==> src/verilog/plsr_pkg.sv <==
`default_nettype none

package plsr_pkg;

    // Interface state line codes
    localparam logic [1:0] CTL_IDLE = 2'h0;
    localparam logic [1:0] CTL_STATUS = 2'h1;
    localparam logic [1:0] CTL_RECEIVE = 2'h2;
    localparam logic [1:0] CTL_HOLD = 2'h3;

    // Data line codes during receive, D0 is bit index 0
    localparam logic [0:7] SPD_S100 = 8'h00;
    localparam logic [0:7] SPD_S200 = 8'h40;
    localparam logic [0:7] SPD_S400 = 8'h50;
    localparam logic [0:7] SPD_INVALID = 8'h60;
    localparam logic [0:7] DATA_ON = 8'hFF;

    // Status transfer lengths in clock cycles
    localparam int STATUS_SHORT_CYC = 2;
    localparam int STATUS_LONG_CYC = 8;

    // Address of the register holding the node identifier
    localparam logic [3:0] PHY_ID_ADDR = 4'h0;

    // APB register offsets
    localparam logic [7:0] OFF_CTRL = 8'h00;
    localparam logic [7:0] OFF_STATUS = 8'h04;
    localparam logic [7:0] OFF_RXCOUNT = 8'h08;
    localparam logic [7:0] OFF_STCOUNT = 8'h0C;

    // Control register fields and reset value
    localparam int CTRL_EN_BIT = 0;
    localparam logic [31:0] CTRL_RESET = 32'h0000_0001;

    // Status register fields
    localparam int STAT_FLAGS_LSB = 0;
    localparam int STAT_REGPEND_BIT = 4;
    localparam int STAT_LINES_LSB = 5;

    typedef enum logic [1:0] {
        ST_IDLE,
        ST_STATUS,
        ST_RXON,
        ST_RXDATA
    } plsr_state_t;

endpackage : plsr_pkg

`default_nettype wire
==> src/verilog/plsr_phy_link.sv <==
`timescale 1ns/1ps
`default_nettype none

module plsr_phy_link
    import plsr_pkg::*;
(
    // Clock and reset
    input wire logic clk,
    input wire logic reset_n,
    // APB slave
    input wire logic psel,
    input wire logic penable,
    input wire logic pwrite,
    input wire logic [7:0] paddr,
    input wire logic [31:0] pwdata,
    output logic [31:0] prdata,
    output logic pready,
    output logic pslverr,
    // Status events from the bus state machines
    input wire logic arbResetGap,
    input wire logic subactionGap,
    input wire logic busResetEntry,
    input wire logic phyInterrupt,
    // Register readback requests
    input wire logic regReadReq,
    input wire logic [3:0] regReadAddr,
    input wire logic [7:0] regReadData,
    input wire logic selfIdDone,
    input wire logic [7:0] phyIdReg,
    // Received packet stream from the serial bus
    input wire logic rxPrefix,
    input wire logic [1:0] rxSpeed,
    input wire logic rxValid,
    input wire logic [7:0] rxData,
    input wire logic rxEnd,
    // Link controller interface
    output logic [1:0] interfaceStateLines,
    output logic [0:7] dataLines
);

    // ****************************************************************
    // Decoding helpers
    // ****************************************************************
    // Speed code mapping
    function automatic logic [0:7] speedCode(input logic [1:0] spd);
        case (spd)
            2'h0: speedCode = SPD_S100;
            2'h1: speedCode = SPD_S200;
            2'h2: speedCode = SPD_S400;
            default: speedCode = SPD_INVALID;
        endcase
    endfunction : speedCode

    function automatic logic [1:0] statusPair(input logic [2:0] idx, input logic [3:0] fl,
                                              input logic [3:0] ad, input logic [7:0] dt);
        logic [0:15] word;
        word = {fl[0], fl[1], fl[2], fl[3], ad, dt};
        statusPair = {word[{idx, 1'b0}], word[{idx, 1'b1}]};
    endfunction : statusPair

    // ****************************************************************
    // State
    // ****************************************************************
    plsr_state_t state_q;
    logic [3:0] flags_q;
    logic regPend_q;
    logic [3:0] regAddr_q;
    logic [7:0] regData_q;
    logic selfIdPend_q;
    logic [2:0] stCnt_q;
    logic stLong_q;
    logic [7:0] bufByte_q;
    logic bufValid_q;
    logic endPend_q;
    logic [31:0] ctrl_q;
    logic [15:0] rxCount_q;
    logic [15:0] stCount_q;
    logic [1:0] ctlLines_q;
    logic [0:7] dLines_q;

    logic enable;
    logic anyPending;
    logic startStatus;
    logic [2:0] stLen;
    logic stDone;
    logic [1:0] pair;
    logic clearLo;
    logic clearHi;
    logic regDelivered;

    assign enable = ctrl_q[CTRL_EN_BIT];
    assign anyPending = (flags_q != 4'h0) || regPend_q;
    // Start only from idle with pending status
    assign startStatus = enable && (state_q == ST_IDLE) && anyPending && !rxPrefix;
    assign stLen = stLong_q ? 3'(STATUS_LONG_CYC - 1) : 3'(STATUS_SHORT_CYC - 1);
    assign stDone = (state_q == ST_STATUS) && (stCnt_q == stLen);
    assign pair = statusPair(startStatus ? 3'h0 : 3'(stCnt_q + 3'h1), flags_q, regAddr_q,
                             regData_q);
    // Flag pairs count as sent at the edge that drives them
    assign clearLo = startStatus;
    assign clearHi = (state_q == ST_STATUS) && !rxPrefix && !stDone && (stCnt_q == 3'h0);
    // Register delivered only when its last data pair is driven
    assign regDelivered = (state_q == ST_STATUS) && stLong_q && !rxPrefix && !stDone &&
                          (stCnt_q == 3'(STATUS_LONG_CYC - 2));

    // ****************************************************************
    // Status flags
    // ****************************************************************
    // Gap, bus reset and interrupt flags, set winning over clear
    always_ff @(posedge clk) begin
        if (!reset_n) begin
            flags_q <= 4'h0;
        end else begin
            flags_q[0] <= arbResetGap || (flags_q[0] && !clearLo);
            flags_q[1] <= subactionGap || (flags_q[1] && !clearLo);
            flags_q[2] <= busResetEntry || (flags_q[2] && !clearHi);
            flags_q[3] <= phyInterrupt || (flags_q[3] && !clearHi);
        end
    end

    // ****************************************************************
    // Register readback pending
    // ****************************************************************
    always_ff @(posedge clk) begin
        if (!reset_n) begin
            regPend_q <= 1'b0;
            regAddr_q <= 4'h0;
            regData_q <= 8'h00;
            selfIdPend_q <= 1'b0;
        end else begin
            // Node identifier register queued after self-ID
            if (selfIdDone) begin
                selfIdPend_q <= 1'b1;
            end
            if (regDelivered) begin
                regPend_q <= 1'b0;
            end else if (!regPend_q && (selfIdDone || selfIdPend_q)) begin
                regPend_q <= 1'b1;
                regAddr_q <= PHY_ID_ADDR;
                regData_q <= phyIdReg;
                selfIdPend_q <= 1'b0;
            end else if (!regPend_q && regReadReq) begin
                // Readback request produces a full transfer
                regPend_q <= 1'b1;
                regAddr_q <= regReadAddr;
                regData_q <= regReadData;
            end
        end
    end

    // ****************************************************************
    // Interface sequencer
    // ****************************************************************
    always_ff @(posedge clk) begin
        if (!reset_n) begin
            bufByte_q <= 8'h00;
            bufValid_q <= 1'b0;
        end else begin
            bufByte_q <= rxData;
            bufValid_q <= rxValid;
        end
    end

    always_ff @(posedge clk) begin
        if (!reset_n) begin
            state_q <= ST_IDLE;
            ctlLines_q <= CTL_IDLE;
            dLines_q <= 8'h00;
            stCnt_q <= 3'h0;
            stLong_q <= 1'b0;
            endPend_q <= 1'b0;
        end else begin
            case (state_q)
                ST_IDLE: begin
                    if (rxPrefix) begin
                        state_q <= ST_RXON;
                        ctlLines_q <= CTL_RECEIVE;
                        dLines_q <= DATA_ON;
                        endPend_q <= 1'b0;
                    end else if (startStatus) begin
                        // Status code with first pair on D0 and D1
                        state_q <= ST_STATUS;
                        ctlLines_q <= CTL_STATUS;
                        dLines_q <= {pair, 6'h00};
                        stCnt_q <= 3'h0;
                        stLong_q <= regPend_q;
                    end else begin
                        ctlLines_q <= CTL_IDLE;
                        dLines_q <= 8'h00;
                    end
                end
                ST_STATUS: begin
                    if (rxPrefix) begin
                        state_q <= ST_RXON;
                        ctlLines_q <= CTL_RECEIVE;
                        dLines_q <= DATA_ON;
                        endPend_q <= 1'b0;
                    end else if (stDone) begin
                        state_q <= ST_IDLE;
                        ctlLines_q <= CTL_IDLE;
                        dLines_q <= 8'h00;
                    end else begin
                        ctlLines_q <= CTL_STATUS;
                        dLines_q <= {pair, 6'h00};
                        stCnt_q <= 3'(stCnt_q + 3'h1);
                    end
                end
                ST_RXON: begin
                    // Data-on shown for at least one cycle first
                    if (rxValid) begin
                        state_q <= ST_RXDATA;
                        dLines_q <= speedCode(rxSpeed);
                        endPend_q <= rxEnd;
                    end else if (rxEnd) begin
                        // Null packet goes straight to idle
                        state_q <= ST_IDLE;
                        ctlLines_q <= CTL_IDLE;
                        dLines_q <= 8'h00;
                    end
                end
                ST_RXDATA: begin
                    if (bufValid_q) begin
                        dLines_q <= bufByte_q;
                        endPend_q <= endPend_q || rxEnd;
                    end else if (endPend_q || rxEnd) begin
                        state_q <= ST_IDLE;
                        ctlLines_q <= CTL_IDLE;
                        dLines_q <= 8'h00;
                    end
                end
                default: begin
                    state_q <= ST_IDLE;
                    ctlLines_q <= CTL_IDLE;
                    dLines_q <= 8'h00;
                end
            endcase
        end
    end

    assign interfaceStateLines = ctlLines_q;
    assign dataLines = dLines_q;

    // ****************************************************************
    // Activity counters
    // ****************************************************************
    always_ff @(posedge clk) begin
        if (!reset_n) begin
            rxCount_q <= 16'h0000;
            stCount_q <= 16'h0000;
        end else begin
            if (rxPrefix && (state_q == ST_IDLE || state_q == ST_STATUS)) begin
                rxCount_q <= 16'(rxCount_q + 16'h0001);
            end
            if (stDone && !rxPrefix) begin
                stCount_q <= 16'(stCount_q + 16'h0001);
            end
        end
    end

    // ****************************************************************
    // APB slave
    // ****************************************************************
    logic apbAccess;
    logic mapped;
    logic [31:0] readMux;
    logic [31:0] prdata_q;

    assign apbAccess = psel && penable;
    assign mapped = (paddr == OFF_CTRL) || (paddr == OFF_STATUS) || (paddr == OFF_RXCOUNT) ||
                    (paddr == OFF_STCOUNT);
    assign pready = 1'b1;
    assign pslverr = apbAccess && !mapped;

    always_ff @(posedge clk) begin
        if (!reset_n) begin
            ctrl_q <= CTRL_RESET;
        end else if (apbAccess && pwrite && (paddr == OFF_CTRL)) begin
            ctrl_q <= {31'h0000_0000, pwdata[CTRL_EN_BIT]};
        end
    end

    always_comb begin
        readMux = 32'h0000_0000;
        if (psel && !pwrite) begin
            case (paddr)
                OFF_CTRL: readMux = ctrl_q;
                OFF_STATUS: begin
                    readMux[STAT_FLAGS_LSB +: 4] = flags_q;
                    readMux[STAT_REGPEND_BIT] = regPend_q;
                    readMux[STAT_LINES_LSB +: 2] = ctlLines_q;
                end
                OFF_RXCOUNT: readMux = {16'h0000, rxCount_q};
                OFF_STCOUNT: readMux = {16'h0000, stCount_q};
                default: readMux = 32'h0000_0000;
            endcase
        end
    end

    // Read data captured in the setup cycle, shown in the access cycle
    always_ff @(posedge clk) begin
        if (!reset_n) begin
            prdata_q <= 32'h0000_0000;
        end else if (psel && !penable) begin
            prdata_q <= readMux;
        end
    end

    assign prdata = prdata_q;

    // ****************************************************************
    // Checks
    // ****************************************************************
    logic [3:0] stRun_q;

    always_ff @(posedge clk) begin
        if (!reset_n) begin
            stRun_q <= 4'h0;
        end else if (ctlLines_q == CTL_STATUS) begin
            stRun_q <= 4'(stRun_q + 4'h1);
        end else begin
            stRun_q <= 4'h0;
        end
    end

    a_status_start_idle: assert property (@(posedge clk) disable iff (!reset_n)
        $rose(ctlLines_q == CTL_STATUS) |-> $past(ctlLines_q) == CTL_IDLE && $past(anyPending))
        else $error("status transfer began without idle or pending status");
    a_status_short_len: assert property (@(posedge clk) disable iff (!reset_n)
        $rose(ctlLines_q == CTL_STATUS) && !stLong_q |=>
        (ctlLines_q != CTL_IDLE) ##1 (ctlLines_q != CTL_STATUS))
        else $error("flag-only status transfer not two cycles");
    // Long transfer never exceeds eight cycles
    a_status_max_len: assert property (@(posedge clk) disable iff (!reset_n)
        stRun_q <= 4'(STATUS_LONG_CYC))
        else $error("status transfer longer than eight cycles");
    // Status cut only by a packet
    a_status_cut: assert property (@(posedge clk) disable iff (!reset_n)
        $fell(ctlLines_q == CTL_STATUS) && ctlLines_q == CTL_IDLE |->
        stRun_q == 4'(STATUS_SHORT_CYC) || stRun_q == 4'(STATUS_LONG_CYC))
        else $error("status transfer ended early without receive");
    a_rx_dataon: assert property (@(posedge clk) disable iff (!reset_n)
        $rose(ctlLines_q == CTL_RECEIVE) |-> dLines_q == DATA_ON)
        else $error("receive did not open with data-on");
    a_rx_forward: assert property (@(posedge clk) disable iff (!reset_n)
        rxPrefix && state_q != ST_RXON && state_q != ST_RXDATA |=>
        ctlLines_q == CTL_RECEIVE)
        else $error("received packet not forwarded");
    a_rx_end_idle: assert property (@(posedge clk) disable iff (!reset_n)
        $fell(ctlLines_q == CTL_RECEIVE) |-> ctlLines_q == CTL_IDLE)
        else $error("receive did not end with idle");
    a_rx_null: assert property (@(posedge clk) disable iff (!reset_n)
        state_q == ST_RXON && rxEnd && !rxValid |=>
        ctlLines_q == CTL_IDLE && $past(dLines_q) == DATA_ON)
        else $error("null packet not ended after data-on");
    // Register cleared only after full readback
    a_reg_deliver: assert property (@(posedge clk) disable iff (!reset_n)
        $fell(regPend_q) |-> $past(state_q) == ST_STATUS && $past(stCnt_q) == 3'h6)
        else $error("register readback cleared before all bits driven");
    a_selfid_reg: assert property (@(posedge clk) disable iff (!reset_n)
        selfIdDone && !regPend_q |=> regPend_q && regAddr_q == PHY_ID_ADDR)
        else $error("self-ID did not queue node identifier");

    c_long_status: cover property (@(posedge clk) disable iff (!reset_n)
        stRun_q == 4'(STATUS_LONG_CYC));
    c_status_cut: cover property (@(posedge clk) disable iff (!reset_n)
        ctlLines_q == CTL_STATUS ##1 ctlLines_q == CTL_RECEIVE);
    c_null_packet: cover property (@(posedge clk) disable iff (!reset_n)
        ctlLines_q == CTL_RECEIVE && dLines_q == DATA_ON ##1 ctlLines_q == CTL_IDLE);
    c_data_packet: cover property (@(posedge clk) disable iff (!reset_n)
        state_q == ST_RXDATA ##1 state_q == ST_IDLE);

endmodule : plsr_phy_link

`default_nettype wire

==> config.mk <==
export PLATFORM = sky130hd
export DESIGN_NAME = plsr_phy_link
export DESIGN_NICKNAME = d
export VERILOG_FILES = /design/src/verilog/plsr_pkg.sv /design/src/verilog/plsr_phy_link.sv
export SDC_FILE = /design/constraint.sdc
export NUM_CORES = 1
export LEC_CHECK = 0
export ABC_CLOCK_PERIOD_IN_PS = 4200
export BUFFER_PORTS_ARGS = -buffer_cell sky130_fd_sc_hd__buf_2
export CORE_MARGIN = 2
export CORE_UTILIZATION = 45
export CTS_CLUSTER_SIZE = 30
export DETAILED_ROUTE_END_ITERATION = 10
export PLACE_DENSITY = 0.79
export SYNTH_ARGS = -nofsm -noshare
export SYNTH_HDL_FRONTEND = slang
export SYNTH_SLANG_ARGS = --single-unit
==> constraint.sdc <==
create_clock -name clk -period 4.2 [get_ports clk]
set_clock_uncertainty 0.15 [all_clocks]
set_input_delay 0.84 -clock clk [delete_from_list [all_inputs] [get_ports clk]]
set_output_delay 0.84 -clock clk [all_outputs]
set_load 0.02 [all_outputs]
## After elaboration in Yosys (flattened, before gate mapping)

Index checks and enable logic that the tools add are counted.

| storage, ports and cells | value |
|---|---|
| bits in registers | 109 |
| bits of input ports | 84 |
| output and inout port bits | 44 |
| logic and storage cells | 166 |

| cells by class | value |
|---|---|
| add/sub/neg operators | 3 |
| $lt $le $gt $ge | 2 |
| equal/unequal tests | 25 |
| muxes and demuxes | 54 |
| bitwise operators | 5 |
| reduce and logical (&&, ||, !) cells | 60 |

Operator list:

| operator | count |
|---|---|
| 2-to-1 mux 8 bit | 10 |
| adder 16 x 1 -> 16 bit (second input constant) | 2 |
| case mux 8 bit (4 select lines) | 1 |
| case mux 7 bit (4 select lines) | 1 |
| logical AND 1 bit | 25 |
| 2-to-1 mux 2 bit | 11 |
| case mux 7 bit (3 select lines) | 1 |
| inequality test 2 bit (second input constant) | 10 |
| 2-to-1 mux 3 bit | 6 |
| case mux 9 bit (2 select lines) | 1 |
| == test 8 x 4 -> 1 bit (second input constant) | 2 |
| 2-to-1 mux 16 bit | 1 |
| case mux 2 bit (4 select lines) | 2 |
| 2-to-1 mux 1 bit | 14 |
| inequality test 3 bit (second input constant) | 4 |
| logical OR 1 bit | 11 |
| >= comparator 5 bit (second input constant) | 2 |
| NOT 4 -> 5 bit | 2 |
| AND reduction 5 bit | 2 |
| binary-select mux 1 bit (select 4 bit) | 2 |
| == test 8 x 3 -> 1 bit (second input constant) | 1 |
| zero test 1 bit | 8 |
| zero test 8 bit | 1 |
| 2-to-1 mux 4 bit | 2 |
| 17 further kinds | 27 |

## Logic depth before layout (Yosys ltp)

Gate-level depths: netlist of the first run.

| logic depth | value |
|---|---|
| depth in word-level cells | 12 |
| mapped depth | 9 |
| mapped depth without buffers | 7 |

## Least setup slack after synthesis of the first run

Ideal clock, no wire load.

| timing | value |
|---|---|
| path type | input to output |
| from | input port paddr[5] |
| to | output port pslverr |
| data arrival time | 1.764 ns |
| data required time | 3.210 ns |
| setup slack | 1.446 ns |
| cell stages on the path | 3 |
| buffers on the path | 0 |
| path through | or4_1 nor3_1 nor2_1 |

| between the ends | value |
|---|---|
| longest elaborated chain between the ends | 6 |
| elaborated cells on any way between the ends | 9 |
| classes of those cells | eq/ne (3); reduce/logical (6) |

RTL lines:

| element | line | RTL |
|---|---|---|
| from (decl) | plsr_phy_link.sv:14 | `input wire logic [7:0] paddr,` |
| == test 8 x 3 -> 1 bit / zero test 8 bit (equally long branches) | plsr_phy_link.sv:269 | `assign mapped = (paddr == OFF_CTRL) \|\| (paddr == OFF_STATUS) \|\| (paddr == OFF_RXCOUNT) \|\|` |
| logical OR 1 bit (2 in series) | plsr_phy_link.sv:269 |  |
| logical OR 1 bit * | plsr_phy_link.sv:269 |  |
| zero test 1 bit * | plsr_phy_link.sv:272 | `assign pslverr = apbAccess && !mapped;` |
| logical AND 1 bit * | plsr_phy_link.sv:272 |  |
| to (decl) | plsr_phy_link.sv:18 | `output logic pslverr,` |

Every way passes the cells marked *; elsewhere a longest branch is shown, timed or not.

## Worst setup path in the final report of the first run

Ends and elaborated chain as after synthesis.

==> key figures, run 1 <==
Floorplan
  – Die H: 105 um
  – Area of the die: 11000 um2
  – I/O pins: 128
  – Chip width: 105 um
  – Starting Density: 0.468
  – Core footprint: 9820 um2
  – Row Count: 36

Clocking
  – Clock transition at the registers of the reported paths: 90 ps
  – # clock sinks: 93
  – # H-tree levels: 3
  – Clock Latency Late Sink: 360 ps
  – CTS buffer count: 9
  – CTS resizes: 0
  – Post-CTS Setup Repair Bufs: 0
  – CTS Root Cell: clkbuf_8
  – CTS tree: done
  – Clock Path Buffers: 2
  – Hold Buf Count CTS: 0

Pwr
  – Cell internal pwr: 1320 uW
  – Clock share of power: 0.356
  – Seq pwr share: 0.526
  – Pwr dens: 348 nW/um2
  – Peak VDD IR: 0.000164 V
  – Sw power: 477 uW
  – Gate power share: 0.117
  – Sw Ratio: 0.265
  – Lkg Pwr: 0.00210 uW

Timing
  – Finish-stage setup viols: 0
  – Tightest Pin Transition: 1100 ps
  – Slew headroom: 0.265
  – Final hold violation count: 0
  – Min cycle time layout: 2980 ps
  – Hold_ws: 305 ps
  – RSZ-0062 raised after global routing: no
  – FMAX: 335 MHz
  – Crit share post-route: 0.710
  – Pins Over Slew Limit: 0
  – Setup_tns: 0 ps

Drt
  – Antenna-violating nets left: 0
  – Residual DRC: 0
  – WL met3: 559 um
  – First-pass iteration count of the detailed router: 5
  – Via density: 5.49
  – Max Used Layer: met4
  – Vias: 3874
  – Metal2 WL: 4830 um
  – M1 WL: 4600 um
  – Routed length per instance: 14.5 um
  – Total length of routed wires: 10300 um
  – Starting DRT DRC Count: 276

Worst hold path
  – WHS Path Cells: 2
  – Hold Crit Class: register to register

Global routing
  – Vias in the first global route: 3647
  – GRT Residual Overflow: 0
  – Initial antenna violation count: 0
  – Largest net degree at the start of global routing: 47
  – GRT Overall Usage: 0.190
  – First-pass GRT wire length: 17200 um

Yosys
  – Post-synth top area cell: dfxtp_1
  – Ys flop type: dfxtp_1
  – Register area share after synthesis: 0.406
  – Mapped cell area: 4590 um2
  – Syn. warnings: 0
  – Most area-consuming cells after synthesis: dfxtp_1, nor2_1, mux2i_1
  – Async SR Flop Fraction: 0
  – Area share of the largest cell type after synthesis: 0.406
  – Post-synth EDFFs: 0
  – Synth Instances: 509
  – FF+latch count, synth: 93
  – Synthesized area per cell: 9.02 um2
  – Yosys cell types: 61

Placement
  – Port buffer count: 79
  – GP Congestion: 0.807
  – Post-DP HPWL: 7390 um

Run status
  – Status: finished clean

Setup path
  – Arrival @ worst endpoint: 1990 ps
  – Required @ worst endpoint: 3210 ps
  – Reg2Reg Depth: 6
  – Worst-path fanout max: 2
  – Startpoint types: input pin
  – Crit Path Category: input pin to primary output
  – Crit. End Element: primary output

Cells and area
  – Area Overhead vs Synth: 12.8%
  – Commonest non-fill, non-tap cells in the layout: dfxtp_1, buf_2, nor2_1
  – Area of the multi-input gates: 2490 um2
  – Most common cell after layout, fill and taps aside: dfxtp_1
  – Fillers: 897
  – Final core utilization: 0.527
  – Diodes inserted: 0
  – Nets@finish: 657
  – Register area: 1860 um2
  – Share of layout cells above drive strength 1: 0.223

Job
  – Max-Cap Viols: 0
power groups by stage:
stage / Clock, uW / Combinational, uW / Sequential, uW
after floorplan: 0 / 165 / 961
after global placement: 0 / 205 / 966
after detailed placement: 0 / 211 / 967
after CTS: 655 / 212 / 947
after global routing: 695 / 235 / 953
final: 642 / 211 / 948
routing by layer:
metal  vias to the layer above  GRT usage
li1                       1903          -
met1                      1828      0.240
met4                         0     0.0943
met2                       118      0.310
met5                         -          0
met3                        25     0.0368
stage by stage:
stage	std cells	total power [uW]	area [um2]	setup WS (ps)
6_report	706	1800	5180	1220
5_1_grt	706	1880	5180	1160
4_1_cts	706	1810	5180	1230
3_5_place_dp	690	1180	4960	1020
3_3_place_gp	690	1170	4960	1090
2_1_floorplan	524	1130	4650	1450
sequential cells by signal (all words and copies together) (netlist names):
signal and flops:
dataLines 8, endPend_q 1, bufByte_q 8, stLong_q 1, ctrl_q 1, regData_q 8
stCnt_q 3, prdata 16, flags_q 4, state_q 2, stCount_q 16, regAddr_q 4
interfaceStateLines 2, rxCount_q 16, regPend_q 1, bufValid_q 1, selfIdPend_q 1
cells by family (layout without fill, tap and decap cells):
family,count (synthesis),after routing,share of synthesized area
muxes,30,30,0.0755
xor gates and xnor gates,30,30,0.0572
buffers and inverters,55,104,0.0649
other,2,17,0.00164
adders and majority gates,5,5,0.0136
DFF,93,93,0.406
and+or+nand+nor,197,197,0.226
AOI/OAI and AO/OA,97,97,0.156
synth_stat cells, types with 3 or more instances:
master / n
inv_1: 6
a21oi_1: 30
nand3_2: 5
and2_1: 11
or3_1: 3
mux2i_1: 20
nand3b_1: 4
o21ai_0: 10
ha_1: 5
mux2_2: 7
o21ai_2: 4
clkbuf_1: 23
nor2b_1: 6
nand3_1: 38
nand2b_1: 3
buf_4: 17
and4_1: 3
o31ai_1: 9
buf_2: 4
and3_1: 10
mux4_2: 3
nand4_1: 8
dfxtp_1: 93
or4_1: 3
xor2_1: 22
a221oi_1: 5
a22o_1: 6
buf_6: 3
nor2_1: 58
xnor2_1: 8
nor3_1: 5
a2bb2oi_1: 9
nand2_1: 29
critical path: stages:
cell and delay, ps:
buf_2 90, or4_1 580, nor3_1 230, nor2_1 80
buf_2 160
final cells by class:
class,instances,area share
flip-flops and latches,93,0.360
inverters,6,0.00435
clock inverters,4,0.0106
clock buffers,12,0.0319
multi-input cells,376,0.481
well taps,133,0.0321
repair buffers,82,0.0807
worst paths after layout:
path	start	endpoint	slack (ps)
max	paddr[5]	pslverr	1220
min	prdata[3]	prdata[3]	310
max reg2reg	stCnt_q[0]	dataLines[0]	1350
min reg2reg	prdata[3]	prdata[3]	310
Power figures use the tool's default switching activity.
==> run 2: changes to the inputs <==
--- a/config.mk
+++ b/config.mk
@@ -5,7 +5,7 @@
 export SDC_FILE = /design/constraint.sdc
 export NUM_CORES = 1
 export LEC_CHECK = 0
-export ABC_CLOCK_PERIOD_IN_PS = 4200
+export ABC_CLOCK_PERIOD_IN_PS = 3000
 export BUFFER_PORTS_ARGS = -buffer_cell sky130_fd_sc_hd__buf_2
 export CORE_MARGIN = 2
 export CORE_UTILIZATION = 45
==> constraint.sdc (replaced) <==
create_clock -name clk -period 3 [get_ports clk]
set_clock_uncertainty 0.15 [all_clocks]
set_input_delay 0.6 -clock clk [delete_from_list [all_inputs] [get_ports clk]]
set_output_delay 0.6 -clock clk [all_outputs]
set_load 0.02 [all_outputs]
==> run 2 against run 1 <==
  * Clock-buffer cell count decreased by 1
  * Global-route usage decreased by 0.053 points
  * Register-to-register slack got worse by 820 ps
  * Combinational power increased by 50%
  * Critical path depth unchanged
  * Final area increased by 0.77%
  * Critical endpoint unchanged
==> key figures, run 2 (synthesis gave the netlist of run 1 again) <==
Worst hold path
  – Hold Crit Start: rxData[0]
  – WHS Path Cells: 2 (unchanged)
  – Hold Crit Class: input pin to register
  – Hold Path Sink: bufByte_q[0]

Pwr
  – Peak VDD IR: 0.000244 V (+48%)
  – Pwr dens: 480 nW/um2 (+38%)
  – Lkg Pwr: 0.00212 uW (+1.1%)

Setup path
  – Reg2Reg Depth: 5 (-1)
  – Worst reg2reg setup slack: 530 ps (-820 ps)
  – CP max-delay cell: or4_1
  – Max incr delay on CP: 580 ps (about the same)
  – FF-to-FF End: dataLines[0]
  – CP Cell Sequence: buf_2 > or4_1 > nor3_1 > nor2_1 > buf_2
  – Crit Path Category: input pin to primary output
  – Required @ worst endpoint: 2250 ps (-960 ps)
  – Crit. End Element: primary output
  – Arrival @ worst endpoint: 1730 ps (-260 ps)
  – Worst-path fanout max: 2 (unchanged)
  – RR Startpoint: state_q[1]
  – Startpoint types: input pin
  – CP most frequent cell: buf_2

Global routing
  – GRT Overall Usage: 0.190 (-0.000533)
  – First-pass GRT wire length: 17100 um (-0.40%)
  – Initial antenna violation count: 0 (unchanged)
  – Largest net degree at the start of global routing: 40 (-15%)
  – Vias in the first global route: 3616 (-0.85%)
  – GRT Residual Overflow: 0 (unchanged)

Drt
  – Antenna-violating nets left: 0 (unchanged)
  – Via density: 5.38 (-1.9%)
  – Starting DRT DRC Count: 276 (unchanged)
  – Vias: 3828 (-1.2%)
  – Total length of routed wires: 10400 um (+1.1%)
  – Residual DRC: 0 (unchanged)
  – Routed length per instance: 14.6 um (+0.44%)
  – First-pass iteration count of the detailed router: 4 (-1)

Timing
  – Pins Over Slew Limit: 0 (unchanged)
  – RSZ-0062 raised after global routing: no
  – Setup_tns: 0 ps (unchanged)
  – Final hold violation count: 0 (unchanged)
  – Slew headroom: 0.536 (+0.271)
  – FMAX: 403 MHz
  – Crit share post-route: 0.828
  – Min cycle time layout: 2480 ps
  – Tightest Pin Transition: 695 ps (-406 ps)
  – Finish-stage setup viols: 0 (unchanged)

Clocking
  – Clock transition at the registers of the reported paths: 90 ps (about the same)
  – CTS Root Cell: clkbuf_8
  – CTS buffer count: 9 (unchanged)
  – CTS resizes: 0 (unchanged)
  – Post-CTS Setup Repair Bufs: 0 (unchanged)
  – # H-tree levels: 3 (unchanged)
  – Hold Buf Count CTS: 0 (unchanged)
  – CTS tree: done
  – Clock Path Buffers: 2 (unchanged)
  – # clock sinks: 93 (unchanged)
  – Clock Latency Late Sink: 360 ps (about the same)

Placement
  – Port buffer count: 79 (unchanged)
  – GP Congestion: 0.815 (+0.95%)
  – Post-DP HPWL: 7620 um (+3.1%)

Cells and area
  – Diodes inserted: 0 (unchanged)
  – Area Overhead vs Synth: 13.6%
  – Nets@finish: 662 (+0.76%)
  – Share of layout cells above drive strength 1: 0.230 (+0.00672)
  – Commonest non-fill, non-tap cells in the layout: dfxtp_1, buf_2, nor2_1
  – Most common cell after layout, fill and taps aside: dfxtp_1
  – Final core utilization: 0.531 (+0.00408)

Job
  – Max-Cap Viols: 0 (unchanged)

Floorplan
  – Area of the die: 11000 um2 (unchanged)
  – Starting Density: 0.468 (unchanged)
  – I/O pins: 128 (unchanged)
  – Row Count: 36 (unchanged)
  – Die H: 105 um (unchanged)
  – Core footprint: 9820 um2 (unchanged)
  – Chip width: 105 um (unchanged)

Run status
  – Status: finished clean
[run 2: changes by cell type in the layout (fill, tap and decap cells not counted)]
cell,delta
buf_12,+1
buf_4,+4
clkbuf_8,-1
clkinv_2,+1
clkinv_4,-1
clkinvlp_4,+1
[run 2: worst max path at each step]
stage / start / to
finish: paddr[5] / pslverr
global route: state_q[1] / dataLines[0]
CTS: paddr[5] / pslverr
detailed placement: rxPrefix / regData_q[2]
global placement: rxPrefix / regData_q[2]
floorplan: stCnt_q[0] / dataLines[0]
[run 2: layout make-up]
class | count | area (um2)
tap | 133 | 166
multi-input combinational | 376 | 2490
fill | 923 | 4600
timing repair buffer | 87 | 468
clock inverter | 5 | 58.8
inverter | 6 | 22.5
clock buffer | 11 | 151
sequential | 93 | 1860
[run 2: stage by stage]
stage | hold slack (ps) | area (um2) | worst slack, ps | total power (uW) | std cells
floorplan | 284 | 4650 | 634 | 1580 | 524
global placement | 292 | 5010 | 495 | 1650 | 695
detailed placement | 299 | 5010 | 413 | 1660 | 695
CTS | 281 | 5220 | 514 | 2510 | 711
global route | 295 | 5220 | 401 | 2600 | 711
finish | 288 | 5220 | 517 | 2500 | 711
[run 2: report_power, final]
| group | internal [uW] | total (uW) | switching, uW |
|---|---|---|---|
| Sequential | 1280 | 1320 | 41.1 |
| Combinational | 127 | 316 | 189 |
| Clock | 430 | 868 | 438 |
| Total | 1840 | 2500 | 667 |
[run 2: worst max-delay path: cells and delay by family]
| family | cells | cell delay [ps] |
|---|---|---|
| and+or+nand+nor | 3 | 870 |
| buffers and inverters | 2 | 260 |
[run 2: metal layers]
metal,track usage,vias to the layer above,part of all wire,wire length (um)
met5,0,-,0,0
met2,0.321,91,0.50,5140
met1,0.241,1809,0.45,4690
met4,0.0600,0,0.011,114
met3,0.0405,10,0.042,435
li1,-,1918,-,-
==> run 3: changes to the inputs <==
--- a/config.mk
+++ b/config.mk
@@ -5,7 +5,7 @@
 export SDC_FILE = /design/constraint.sdc
 export NUM_CORES = 1
 export LEC_CHECK = 0
-export ABC_CLOCK_PERIOD_IN_PS = 3000
+export ABC_CLOCK_PERIOD_IN_PS = 2410
 export BUFFER_PORTS_ARGS = -buffer_cell sky130_fd_sc_hd__buf_2
 export CORE_MARGIN = 2
 export CORE_UTILIZATION = 45
==> constraint.sdc (replaced) <==
create_clock -name clk -period 2.41 [get_ports clk]
set_clock_uncertainty 0.15 [all_clocks]
set_input_delay 0.482 -clock clk [delete_from_list [all_inputs] [get_ports clk]]
set_output_delay 0.482 -clock clk [all_outputs]
set_load 0.02 [all_outputs]
==> run 3 against run 2 <==
  * Final area increased by 1.8%
  * Routed wire length is 1.7% higher
  * Total power grew 29%
  * Clock power rose by 35%
  * Sequential share of layout area down 0.65 points
  * Register-to-register slack worse by 390 ps
  * Critical path type unchanged
  * Critical endpoint unchanged
  * Largest cell class unchanged
==> key figures, run 3 (synthesis gave the netlist of run 1 again) <==
Run status
  – Status: finished clean

Floorplan
  – Die H: 105 um (unchanged)
  – Chip width: 105 um (unchanged)
  – Starting Density: 0.468 (unchanged)
  – Core footprint: 9820 um2 (unchanged)
  – Area of the die: 11000 um2 (unchanged)
  – I/O pins: 128 (unchanged)
  – Row Count: 36 (unchanged)

Clocking
  – CTS Root Cell: clkbuf_8
  – CTS resizes: 0 (unchanged)
  – CTS tree: done
  – Post-CTS Setup Repair Bufs: 0 (unchanged)
  – # clock sinks: 93 (unchanged)
  – Clock Latency Late Sink: 370 ps (about the same)
  – Clock Path Buffers: 2 (unchanged)
  – Hold Buf Count CTS: 0 (unchanged)
  – # H-tree levels: 3 (unchanged)
  – Clock transition at the registers of the reported paths: 90 ps (about the same)
  – CTS buffer count: 9 (unchanged)

Cells and area
  – Diodes inserted: 0 (unchanged)
  – Nets@finish: 671 (+1.4%)
  – Commonest non-fill, non-tap cells in the layout: dfxtp_1, buf_2, nor2_1
  – Share of layout cells above drive strength 1: 0.239 (+0.00840)
  – Most common cell after layout, fill and taps aside: dfxtp_1
  – Area Overhead vs Synth: 15.7%

Setup path
  – Crit Path Category: input pin to primary output
  – Crit. End Element: primary output
  – Worst-path fanout max: 2 (unchanged)
  – Arrival @ worst endpoint: 1640 ps (-90 ps)
  – Startpoint types: input pin
  – Required @ worst endpoint: 1780 ps (-470 ps)
  – Worst reg2reg setup slack: 140 ps (-390 ps)

Drt
  – Starting DRT DRC Count: 225 (-18%)
  – Antenna-violating nets left: 0 (unchanged)
  – First-pass iteration count of the detailed router: 4 (unchanged)
  – Residual DRC: 0 (unchanged)
  – Vias: 3907 (+2.1%)
  – Total length of routed wires: 10600 um (+1.7%)
  – Via density: 5.43 (+0.79%)
  – Routed length per instance: 14.7 um (+0.41%)

Global routing
  – Vias in the first global route: 3769 (+4.2%)
  – GRT Residual Overflow: 0 (unchanged)
  – Largest net degree at the start of global routing: 47 (+18%)
  – First-pass GRT wire length: 17700 um (+3.6%)
  – Initial antenna violation count: 0 (unchanged)
  – GRT Overall Usage: 0.197 (+0.00766)

Placement
  – Post-DP HPWL: 7800 um (+2.4%)
  – Port buffer count: 79 (unchanged)
  – GP Congestion: 0.838 (+2.9%)

Pwr
  – Tot Pwr: 3220 uW (+29%)
  – Pwr dens: 607 nW/um2 (+27%)
  – Peak VDD IR: 0.000372 V (+53%)
  – Lkg Pwr: 0.00218 uW (+2.7%)

Timing
  – Tightest Pin Transition: 623 ps (-72.0 ps)
  – FMAX: 440 MHz
  – Min cycle time layout: 2270 ps
  – Slew headroom: 0.581 (+0.0448)
  – Pins Over Slew Limit: 0 (unchanged)
  – Crit share post-route: 0.943
  – Setup_tns: 0 ps (unchanged)
  – RSZ-0062 raised after global routing: no
  – Finish-stage setup viols: 0 (unchanged)
  – Final hold violation count: 0 (unchanged)

Job
  – Max-Cap Viols: 0 (unchanged)

Worst hold path
  – Hold Crit Class: input pin to register
[run 3: cell count changes in the layout (fill, tap and decap cells not counted)]
cell,change
clkinvlp_4,-1
buf_12,+1
clkinv_2,-1
clkbuf_1,+2
clkinv_4,-1
bufinv_16,+1
buf_4,+8
[run 3: area by class of cell]
class / instances / area [um2]
flip-flops and latches: 93 / 1860
clock inverters: 3 / 67.6
well taps: 133 / 166
repair buffers: 96 / 548
inverters: 6 / 22.5
multi-input cells: 376 / 2490
clock buffers: 13 / 159
fillers: 919 / 4510
[run 3: path summary, 6_finish.rpt]
path,start,to,cells past startpoint
setup / recovery,paddr[5],pslverr,5
hold reg to reg,prdata[6],prdata[6],2
hold / removal,rxData[1],bufByte_q[1],2
setup reg to reg,stCnt_q[1],dataLines[0],7
[run 3: per-stage QoR]
stage / utilization / cells / instance area [um2] / worst slack (ps) / hold slack [ps]
after CTS: 0.541 / 720 / 5310 / 133 / 149
final: 0.541 / 720 / 5310 / 137 / 163
after global placement: 0.518 / 704 / 5090 / 124 / 293
after global routing: 0.541 / 720 / 5310 / 8.81 / 157
after detailed placement: 0.518 / 704 / 5090 / 92.1 / 298
after floorplan: - / 524 / 4650 / 44.1 / 284
[run 3: metal layers]
layer,part of all wire,global-route usage
met2,0.49,0.326
met3,0.045,0.0405
met5,0,0
met1,0.44,0.248
met4,0.023,0.0876
[run 3: power breakdown]
| group | internal (uW) | switching [uW] | leakage, uW |
|---|---|---|---|
| sequential | 1590 | 47.1 | 0.000759 |
| combinational | 173 | 242 | 0.00131 |
| clock | 642 | 530 | 0.000110 |
| total | 2410 | 819 | 0.00218 |
[run 3: worst max-delay path: stages]
cell,delay [ps]
buf_2,90
or4_1,580
nor3_1,230
nor2_1,80
buf_2,160
